File: src/otxc_defs.svh
`ifndef OTXC_DEFS_SVH
`define OTXC_DEFS_SVH

// ****************************************************************
// Constants of the optical transmit control block.
// ****************************************************************

`define OTXC_CHANNELS 4
`define OTXC_LIGHT_ON 1'b1
`define OTXC_LIGHT_OFF 1'b0
`define OTXC_FAULT_IDLE_N 1'b1
`define OTXC_FAULT_SET_N 1'b0
`define OTXC_CAUSE_OVERCURRENT 0
`define OTXC_CAUSE_TEMPERATURE 1
`define OTXC_CAUSE_CALIBRATION 2
`define OTXC_CAUSE_WIDTH 3
`define OTXC_CAUSE_NONE 3'h0

`endif

File: src/otxc_pkg.sv
`include "otxc_defs.svh"

package otxc_pkg;

  // ****************************************************************
  // Types shared by the block and its helpers.
  // ****************************************************************

  // Host control levels, grouped as they travel together.
  typedef struct packed {
    logic tx_off_request;
    logic tx_on_request;
    logic tx_reset_n;
  } otxc_ctrl_type;

  // State of the transmitter.
  typedef enum logic [1:0] {
    OTXC_HELD,
    OTXC_LIT,
    OTXC_FAULTED
  } otxc_state_type;

endpackage

File: src/otxc_fault_latch.sv
`timescale 1ns/1ps
`include "otxc_defs.svh"

// Holds a transmitter fault until a reset or an enable toggle clears it.
module otxc_fault_latch
  import otxc_pkg::*;
(
  input wire logic i_clk,
  input wire logic i_nrst,
  input wire logic [`OTXC_CAUSE_WIDTH-1:0] i_cause,
  input wire logic i_clear,
  output logic o_fault_n,
  output logic [`OTXC_CAUSE_WIDTH-1:0] o_cause_q
);

  logic latched_q;

  // ****************************************************************
  // Latch.
  // ****************************************************************

  // A cause in the same cycle as a clear wins, so no fault slips past.
  always_ff @(posedge i_clk) begin
    if (!i_nrst) begin
      latched_q <= 1'b0;
      o_cause_q <= `OTXC_CAUSE_NONE;
    end else if (|i_cause) begin
      latched_q <= 1'b1;
      o_cause_q <= o_cause_q | i_cause;
    end else if (i_clear) begin
      latched_q <= 1'b0;
      o_cause_q <= `OTXC_CAUSE_NONE;
    end
  end

  // Fault output register; high means the transmitter is healthy.
  always_ff @(posedge i_clk) begin
    if (!i_nrst) begin
      o_fault_n <= `OTXC_FAULT_IDLE_N;
    end else if (|i_cause) begin
      o_fault_n <= `OTXC_FAULT_SET_N;
    end else if (i_clear) begin
      o_fault_n <= `OTXC_FAULT_IDLE_N;
    end else begin
      o_fault_n <= latched_q ? `OTXC_FAULT_SET_N : `OTXC_FAULT_IDLE_N;
    end
  end

  fault_holds_a: assert property (@(posedge i_clk) disable iff (!i_nrst)
    (!o_fault_n && ~|i_cause && !i_clear) |=> !o_fault_n)
    else $error("fault released without a clear");

endmodule

File: src/otxc_rx_detect.sv
`timescale 1ns/1ps
`include "otxc_defs.svh"

// Combines per-channel light detection and squelches the receive data.
module otxc_rx_detect
  import otxc_pkg::*;
#(
  parameter int CHANNELS = `OTXC_CHANNELS
)
(
  input wire logic i_clk,
  input wire logic i_nrst,
  input wire logic [CHANNELS-1:0] i_rx_light,
  input wire logic [CHANNELS-1:0] i_rx_data,
  output logic o_rx_light_present,
  output logic [CHANNELS-1:0] o_rx_data
);

  // ****************************************************************
  // Detect and squelch.
  // ****************************************************************

  // Data is gated with the same term as the detect flag, so both move together.
  always_ff @(posedge i_clk) begin
    if (!i_nrst) begin
      o_rx_light_present <= 1'b0;
      o_rx_data <= '0;
    end else begin
      o_rx_light_present <= &i_rx_light;
      o_rx_data <= (&i_rx_light) ? i_rx_data : '0;
    end
  end

  squelch_tracks_a: assert property (@(posedge i_clk) disable iff (!i_nrst)
    !o_rx_light_present |-> o_rx_data == '0)
    else $error("receive data not squelched");

  detect_all_a: assert property (@(posedge i_clk) disable iff (!i_nrst)
    !(&i_rx_light) |=> !o_rx_light_present)
    else $error("detect high with a channel dark");

endmodule

File: src/otxc_top.sv
`timescale 1ns/1ps
`include "otxc_defs.svh"

// ****************************************************************
// Optical transmit control and receive status.
// ****************************************************************

// Overview of operation
// Transmit-off high turns every emitter off; low allows normal running.
// Transmit-off has a pull-down, so an undriven pin means run.
// Transmit-on low keeps emitters off; high permits operation.
// Over-current, temperature or calibration corruption drives fault output low.
// Without fault the fault output stays high.
// A fault disables emitters and stays latched until transmitter reset.
// Reset input low resets transmitter and keeps emitters off.
// Signal detect high only when every receive channel sees light.
// Receive data squelched whenever signal detect is low.
// Transmit-off acts as the complement of transmit-on.
// Toggling transmit-on also clears a latched fault.
// Emitters lit only with on high, off low, reset high, no fault.
module otxc_top
  import otxc_pkg::*;
#(
  parameter int CHANNELS = `OTXC_CHANNELS
)
(
  input wire logic i_clk,
  input wire logic i_nrst,
  input wire logic i_tx_off_request,
  input wire logic i_tx_off_driven,
  input wire logic i_tx_on_request,
  input wire logic i_tx_reset_n,
  input wire logic i_overcurrent,
  input wire logic i_over_temperature,
  input wire logic i_calibration_bad,
  input wire logic [CHANNELS-1:0] i_rx_light,
  input wire logic [CHANNELS-1:0] i_rx_data,
  output logic [CHANNELS-1:0] o_emitter_on,
  output logic o_tx_fault_n,
  output logic [`OTXC_CAUSE_WIDTH-1:0] o_fault_cause,
  output logic o_rx_light_present,
  output logic [CHANNELS-1:0] o_rx_data
);

  otxc_ctrl_type ctrl;
  otxc_state_type state_q;
  logic on_prev_q;
  logic on_rise;
  logic clear_fault;
  logic [`OTXC_CAUSE_WIDTH-1:0] cause;
  logic fault_n;
  logic permit;

  // Emitters may light only when every control agrees and no fault holds them off.
  // Kept in one place so that the drive logic reads as a single eye-safety gate.
  function automatic logic lit_allowed(input logic allow,
      input logic [`OTXC_CAUSE_WIDTH-1:0] why, input otxc_state_type now);
    lit_allowed = allow & ~|why & (now != OTXC_FAULTED);
  endfunction

  // ****************************************************************
  // Host controls.
  // ****************************************************************

  // An undriven off pin reads low, as its pull-down would make it.
  // The pull-down itself is analogue, so the host tells us whether it drives the pin.
  // A floating pin therefore never blocks the emitters, whatever level it shows.
  always_comb begin
    ctrl.tx_off_request = i_tx_off_driven & i_tx_off_request;
    ctrl.tx_on_request = i_tx_on_request;
    ctrl.tx_reset_n = i_tx_reset_n;
  end

  // Either pin may steer the emitters; they act as complements.
  assign permit = ctrl.tx_on_request & ~ctrl.tx_off_request & ctrl.tx_reset_n;

  // Remember the enable to spot a low-to-high toggle.
  always_ff @(posedge i_clk) begin
    if (!i_nrst) begin
      on_prev_q <= 1'b0;
    end else begin
      on_prev_q <= permit;
    end
  end

  // A held reset or a re-enable after a drop clears the fault.
  assign on_rise = permit & ~on_prev_q;
  assign clear_fault = ~ctrl.tx_reset_n | on_rise;

  // ****************************************************************
  // Fault causes.
  // ****************************************************************

  // Each analogue monitor owns one bit of the cause vector.
  // The monitors are level inputs, so a cause that persists keeps the fault latched through a clear.
  always_comb begin
    cause = `OTXC_CAUSE_NONE;
    cause[`OTXC_CAUSE_OVERCURRENT] = i_overcurrent;
    cause[`OTXC_CAUSE_TEMPERATURE] = i_over_temperature;
    cause[`OTXC_CAUSE_CALIBRATION] = i_calibration_bad;
  end

  // The latch keeps the fault and its causes until the host clears them.
  // A clear that meets a live cause is ignored there, so a fault cannot be lost.
  otxc_fault_latch u_fault (
    .i_clk(i_clk),
    .i_nrst(i_nrst),
    .i_cause(cause),
    .i_clear(clear_fault),
    .o_fault_n(fault_n),
    .o_cause_q(o_fault_cause)
  );

  // The top output is its own flop, one cycle behind the latch.
  // The extra cycle only delays the report; the emitters are cut without waiting for it.
  always_ff @(posedge i_clk) begin
    if (!i_nrst) begin
      o_tx_fault_n <= `OTXC_FAULT_IDLE_N;
    end else begin
      o_tx_fault_n <= fault_n;
    end
  end

  // ****************************************************************
  // Transmitter state.
  // ****************************************************************

  // A fresh cause forces the faulted state at once, on the same edge as the latch output.
  always_ff @(posedge i_clk) begin
    if (!i_nrst) begin
      state_q <= OTXC_HELD;
    end else begin
      case (state_q)
        // Dark but healthy; waits for every control to allow light.
        OTXC_HELD: begin
          if (|cause) begin
            state_q <= OTXC_FAULTED;
          end else if (permit) begin
            state_q <= OTXC_LIT;
          end
        end
        // Lit; any cause or any control dropping takes the light away.
        OTXC_LIT: begin
          if (|cause) begin
            state_q <= OTXC_FAULTED;
          end else if (!permit) begin
            state_q <= OTXC_HELD;
          end
        end
        // Faulted; only a clear with every cause gone leaves this state.
        OTXC_FAULTED: begin
          if (~|cause && clear_fault) begin
            state_q <= OTXC_HELD;
          end
        end
        default: begin
          state_q <= OTXC_HELD;
        end
      endcase
    end
  end

  // Emitter drive; off at the first edge after a cause appears, for eye safety.
  always_ff @(posedge i_clk) begin
    if (!i_nrst) begin
      o_emitter_on <= {CHANNELS{`OTXC_LIGHT_OFF}};
    end else if (lit_allowed(permit, cause, state_q)) begin
      o_emitter_on <= {CHANNELS{`OTXC_LIGHT_ON}};
    end else begin
      o_emitter_on <= {CHANNELS{`OTXC_LIGHT_OFF}};
    end
  end

  // ****************************************************************
  // Receive side.
  // ****************************************************************

  // The receive path is independent of the transmitter state.
  // Loss of light squelches data in the same cycle as the detect flag falls.
  otxc_rx_detect #(
    .CHANNELS(CHANNELS)
  ) u_rx (
    .i_clk(i_clk),
    .i_nrst(i_nrst),
    .i_rx_light(i_rx_light),
    .i_rx_data(i_rx_data),
    .o_rx_light_present(o_rx_light_present),
    .o_rx_data(o_rx_data)
  );

  // ****************************************************************
  // Checks.
  // ****************************************************************

  // These checks watch the outputs and state that this block drives.
  // Most are one cycle behind their cause, because every output is registered.
  // Some use the controls as the block decodes them, others the pins as they show them.

  // An active off request darkens the emitters at the next edge.
  off_dark_a: assert property (@(posedge i_clk) disable iff (!i_nrst)
    ctrl.tx_off_request |=> o_emitter_on == '0)
    else $error("emitters lit while off requested");

  // A floating off pin must not hold the emitters dark.
  undriven_runs_a: assert property (@(posedge i_clk) disable iff (!i_nrst)
    (!i_tx_off_driven && i_tx_on_request && i_tx_reset_n && state_q == OTXC_LIT
     && ~|cause) |=> o_emitter_on != '0)
    else $error("undriven off pin stopped the emitters");

  // A low enable darkens the emitters at the next edge.
  on_low_dark_a: assert property (@(posedge i_clk) disable iff (!i_nrst)
    !i_tx_on_request |=> o_emitter_on == '0)
    else $error("emitters lit with enable low");

  // The fault pin falls two edges after the cause, one for each flop.
  fault_out_a: assert property (@(posedge i_clk) disable iff (!i_nrst)
    (|cause) |-> ##2 !o_tx_fault_n)
    else $error("fault cause not reported in two cycles");

  // The cause register reports a fresh cause one edge later.
  cause_report_a: assert property (@(posedge i_clk) disable iff (!i_nrst)
    (|cause) |=> o_fault_cause != '0)
    else $error("fault cause not recorded");

  // A healthy lit transmitter keeps the fault pin high.
  idle_high_a: assert property (@(posedge i_clk) disable iff (!i_nrst)
    (state_q == OTXC_LIT && ~|cause) |=> ##1 o_tx_fault_n)
    else $error("fault output low without a fault");

  // The lit state is only reached after the fault pin has recovered.
  lit_clean_a: assert property (@(posedge i_clk) disable iff (!i_nrst)
    state_q == OTXC_LIT |-> o_tx_fault_n)
    else $error("lit while the fault pin is low");

  // The emitters are already dark on the first faulted cycle.
  fault_dark_a: assert property (@(posedge i_clk) disable iff (!i_nrst)
    state_q == OTXC_FAULTED && !$past(state_q == OTXC_FAULTED) |-> o_emitter_on == '0)
    else $error("emitters lit after fault");

  // The emitters stay dark for as long as the fault is held.
  faulted_dark_a: assert property (@(posedge i_clk) disable iff (!i_nrst)
    state_q == OTXC_FAULTED |=> o_emitter_on == '0)
    else $error("emitters lit while faulted");

  // A live cause always leaves the transmitter faulted, clear or not.
  cause_wins_a: assert property (@(posedge i_clk) disable iff (!i_nrst)
    (|cause) |=> state_q == OTXC_FAULTED)
    else $error("fault cause did not hold the fault");

  // Recorded causes stay put until a clear without a cause.
  cause_sticky_a: assert property (@(posedge i_clk) disable iff (!i_nrst)
    (o_fault_cause != '0 && ~|cause && !clear_fault) |=> $stable(o_fault_cause))
    else $error("fault cause changed without a clear");

  // A clear without a cause empties the cause register.
  cause_cleared_a: assert property (@(posedge i_clk) disable iff (!i_nrst)
    (o_fault_cause != '0 && ~|cause && clear_fault) |=> o_fault_cause == '0)
    else $error("fault cause kept after a clear");

  // A held transmitter reset keeps the emitters dark.
  reset_dark_a: assert property (@(posedge i_clk) disable iff (!i_nrst)
    !i_tx_reset_n ##1 !i_tx_reset_n |-> o_emitter_on == '0)
    else $error("emitters lit during transmitter reset");

  // The transmitter reset releases a fault once every cause has gone.
  reset_clears_a: assert property (@(posedge i_clk) disable iff (!i_nrst)
    (state_q == OTXC_FAULTED && !ctrl.tx_reset_n && ~|cause) |=> state_q == OTXC_HELD)
    else $error("transmitter reset did not clear the fault");

  // Light needs both control pins in their run levels.
  complement_a: assert property (@(posedge i_clk) disable iff (!i_nrst)
    (o_emitter_on != '0) |-> $past(permit))
    else $error("emitters lit against a control pin");

  // A rising enable clears a fault once every cause has gone.
  toggle_clear_a: assert property (@(posedge i_clk) disable iff (!i_nrst)
    (state_q == OTXC_FAULTED && on_rise && ~|cause) |=> state_q == OTXC_HELD)
    else $error("enable toggle did not clear the fault");

  // Light needs every condition at once in the cycle before.
  lit_needs_all_a: assert property (@(posedge i_clk) disable iff (!i_nrst)
    (o_emitter_on != '0) |-> $past(permit && ~|cause && state_q != OTXC_FAULTED))
    else $error("emitters lit without every condition");

  // Main scenarios: light, fault, recovery, reset clear and receive detect.
  lit_c: cover property (@(posedge i_clk) disable iff (!i_nrst) o_emitter_on != '0);
  reset_clear_c: cover property (@(posedge i_clk) disable iff (!i_nrst)
    state_q == OTXC_FAULTED && !ctrl.tx_reset_n && ~|cause);
  fault_c: cover property (@(posedge i_clk) disable iff (!i_nrst)
    state_q == OTXC_LIT ##1 state_q == OTXC_FAULTED);
  recover_c: cover property (@(posedge i_clk) disable iff (!i_nrst)
    state_q == OTXC_FAULTED ##1 state_q == OTXC_HELD ##[1:4] state_q == OTXC_LIT);
  detect_c: cover property (@(posedge i_clk) disable iff (!i_nrst) o_rx_light_present);

endmodule

File: config.mk
export PLATFORM = sky130hd
export DESIGN_NAME = otxc_top
export DESIGN_NICKNAME = d
export VERILOG_FILES = /design/src/otxc_pkg.sv /design/src/otxc_fault_latch.sv /design/src/otxc_rx_detect.sv /design/src/otxc_top.sv
export VERILOG_INCLUDE_DIRS = /design/src
export SDC_FILE = /design/constraint.sdc
export NUM_CORES = 1
export LEC_CHECK = 0
export ABC_CLOCK_PERIOD_IN_PS = 1000
export BUFFER_PORTS_ARGS = -buffer_cell sky130_fd_sc_hd__clkbuf_2
export CORE_MARGIN = 4
export CORE_UTILIZATION = 37
export CTS_CLUSTER_DIAMETER = 120
export CTS_CLUSTER_SIZE = 10
export DETAILED_ROUTE_END_ITERATION = 8
export PLACE_DENSITY = 0.8
export SLEW_MARGIN = 30
export SYNTH_ARGS = -nofsm -noshare
export SYNTH_HDL_FRONTEND = slang
export SYNTH_HIERARCHICAL = 1
export SYNTH_SLANG_ARGS = --single-unit
File: constraint.sdc
create_clock -name i_clk -period 1 [get_ports i_clk]
set_input_delay 0.1 -clock i_clk [delete_from_list [all_inputs] [get_ports i_clk]]
set_output_delay 0.1 -clock i_clk [all_outputs]
set_load 0.05 [all_outputs]
==> insert_results.sql <==
INSERT INTO impl_metrics (metric_group, metric, value, unit) VALUES
('outcome', 'status', 'finished, final reports clean', ''),
('timing', 'max_slew_margin', '0.7944', ''),
('cts', 'htreeDepth', '1', ''),
('setup_path', 'critPathMaxFanout', '3', ''),
('final_layout', 'design_area_final', '725.7', 'sq um'),
('global_routing', 'initial_antenna_violation_count', '0', ''),
('timing', 'worstMarginPinSlew', '304.4', 'ps'),
('synth', 'synth.most_common_cell', 'dfxtp_1', ''),
('timing', 'final_max_slew_viol_count', '0', ''),
('power_and_ir_drop', 'power.share.combinational', '0.150', ''),
('timing', 'max_clock_freq', '1038', 'MHz'),
('cts', 'cts.repair_timing.setup_buffer_count', '0', ''),
('floorplan', 'coreArea', '1334', 'sq um'),
('route', 'drt_wl_total', '1071', 'um'),
('setup_path', 'category_of_the_most_critical_setup_path', 'register to register', ''),
('floorplan', 'die_height', '46.27', 'um'),
('final_layout', 'nFillCells', '126', ''),
('synth', 'ys_dominant_reg_cell', 'dfxtp_1', ''),
('route', 'route.antenna.remaining_nets', '0', ''),
('placed_design', 'dpl-instance-area', '684.4', 'sq um'),
('final_layout', 'antenna_cell_count', '0', ''),
('hold_path', 'hp-class', 'input port to register', ''),
('route', 'num_vias', '467', ''),
('floorplan', 'floorplan.die_area', '2140', 'sq um'),
('final_layout', 'num-nets-final', '102', ''),
('placed_design', 'place.port_buffers', '29', ''),
('global_routing', 'grt.total_usage', '0.1076', ''),
('power_and_ir_drop', 'power.share.switching', '0.2572', ''),
('synth', 'postSynthCellCount', '54', ''),
('floorplan', 'floorplan.io_pins', '30', ''),
('cts', 'cts_made_buffers', '3', ''),
('floorplan', 'die_w', '46.27', 'um'),
('synth', 'ys_top_cells_by_area', 'dfxtp_1 (55%), nor2_1 (6.2%), nand2_1 (4.8%), nor4b_4 (4.4%), buf_4 (4.2%)', ''),
('synth', 'synth.lib_cells_used.distinct', '21', ''),
('synth', 'ys_ff_latch', '15', ''),
('power_and_ir_drop', 'p_total', '1128', 'uW'),
('power_and_ir_drop', 'clock_power_share', '0.289', ''),
('final_layout', 'layout.area.seq', '301.5', 'sq um'),
('setup_path', 'critPathCaptureType', 'register', ''),
('synth', 'part_of_the_yosys_area_used_for_sequential_elements', '0.5543', ''),
('synth', 'synth_area', '541.8', 'sq um'),
('cts', 'cts_num_sinks', '15', ''),
('timing', 'holdWs', '28.37', 'ps'),
('power_and_ir_drop', 'power_report.internal_total', '838.0', 'uW'),
('power_and_ir_drop', 'ir_worst_vdd', '0.7079', 'mV'),
('route', 'post_drt_wl_per_cell', '10.82', 'um'),
('power_and_ir_drop', 'static-leakage-power', '0.0003490', 'uW'),
('route', 'detail_route.first_pass.iterations', '4', ''),
('cts', 'clock_tree.buffer_depth', '2', ''),
('route', 'vias_per_cell', '4.717', ''),
('cts', 'cts_root_buffer', 'clkbuf_4', ''),
('cts', 'clk_latency', '270', 'ps'),
('setup_path', 'worst_ep_arrival_time', '1120', 'ps'),
('route', 'post-route-drc-count', '0', ''),
('cts', 'cts_tree', 'built', ''),
('final_layout', 'areaGrowthSynthToFinish', '33.95', '%'),
('route', 'initialDrtViolationCount', '9', ''),
('synth', 'asyncSetResetFlopFracSynth', '0', ''),
('timing', 'post-route-min-period', '963.2', 'ps'),
('flow_run', 'max_cap_violations', '0', ''),
('cts', 'cts.clk_slew.worst_paths', '80', 'ps'),
('power_and_ir_drop', 'power_density', '1555', 'nW/um^2'),
('final_layout', 'multi_input_area', '211.5', 'sq um'),
('placed_design', 'gp_congestion', '0.7546', ''),
('final_layout', 'post-route-util', '0.5441', ''),
('global_routing', 'overflow', '0', ''),
('synth', 'yosys_warnings', '6', ''),
('floorplan', 'initial_utilization', '0.4062', ''),
('global_routing', 'largest_net_degree_at_the_start_of_global_routing', '12', ''),
('floorplan', 'rows', '13', ''),
('synth', 'netlist.area_leader.share', '0.5543', '');
## cells in the final DEF (no fill, tap or decap), drive strengths merged
| cell type | Yosys | layout |
|---|---|---|
| and3 | 1 | 1 |
| a21oi | 1 | 1 |
| a21bo | 1 | 1 |
| nor2 | 9 | 9 |
| nor4b | 1 | 1 |
| and2 | 1 | 1 |
| clkbuf | 0 | 31 |
| nand2b | 1 | 1 |
| inv | 2 | 2 |
| nand3 | 1 | 1 |
| buf | 3 | 2 |
| o22ai | 1 | 1 |
| nor3 | 1 | 1 |
| nand4 | 2 | 2 |
| nor2b | 1 | 1 |
| nand2 | 7 | 7 |
| dfxtp | 15 | 15 |
| o41ai | 1 | 1 |
| o41a | 1 | 1 |
| o21ai | 4 | 4 |
## worst max-delay path: stages (launching register included)
cell,delay (ps)
dfxtp_1,320
o21ai_2,150
nor2b_1,90
o41a_1,300
## registers in the layout (all words and copies together), names as in the netlist
name                     cells
u_rx/o_rx_light_present      1
o_tx_fault_n                 1
u_fault/o_fault_n            1
state_q                      2
u_fault/latched_q            1
on_prev_q                    1
u_fault/o_cause_q            3
u_rx/o_rx_data               4
o_emitter_on                 1
## final cells by class
| type | count | area share |
|---|---|---|
| Sequential cell | 15 | 0.4155 |
| Inverter | 2 | 0.01034 |
| Multi-Input combinational cell | 34 | 0.2914 |
| Tap cell | 15 | 0.02586 |
| Timing Repair Buffer | 29 | 0.2207 |
| Clock buffer | 4 | 0.03621 |
## power by group through the flow
stage	registers, uW	clock network (uW)	logic [uW]
after floorplan	696	0	46.6
after global placement	646	0	163
after detailed placement	647	0	166
after CTS	633	340	169
after global routing	636	360	183
final	633	326	170
## through the flow
step | setup WS, ps | std cells | TNS (ps)
after floorplan | 79.11 | 54 | 0
after global placement | -32.50 | 95 | -67.78
after detailed placement | -58.45 | 95 | -170.9
after CTS | 8.578 | 99 | 0
after global routing | 4.306 | 99 | 0
final | 36.81 | 99 | 0
## logic make-up (layout without fill, tap and decap cells)
logic type | after synthesis | after routing | share of synthesized area
and+or+nand+nor | 25 | 25 | 0.2633
DFF | 15 | 15 | 0.5543
AOI/OAI and AO/OA | 9 | 9 | 0.1270
buffers and inverters | 5 | 35 | 0.05543
## final timing paths
| check | start | to | cells after the start |
|---|---|---|---|
| worst max-delay path | on_prev_q | u_fault/latched_q | 3 |
| worst min register to register | u_fault/o_fault_n | o_tx_fault_n | 1 |
| worst max register to register | on_prev_q | u_fault/latched_q | 3 |
| worst min-delay path | i_rx_data[1] | u_rx/o_rx_data[1] | 3 |
## metal layers
metal	track usage	vias to the layer above	part of all wire
li1	-	244	-
met1	0.1274	209	0.42
met2	0.1703	14	0.50
met3	0.05078	0	0.079
met4	0.03409	0	0
met5	0	-	0
## repair_timing
action / in CTS / in global routing
gates resized for setup: 5 / 4
pin swaps: 0 / 1
hold buffers: 0 / 0
setup endpoints to repair: 5 / 7
Power figures use the tool's default switching activity.
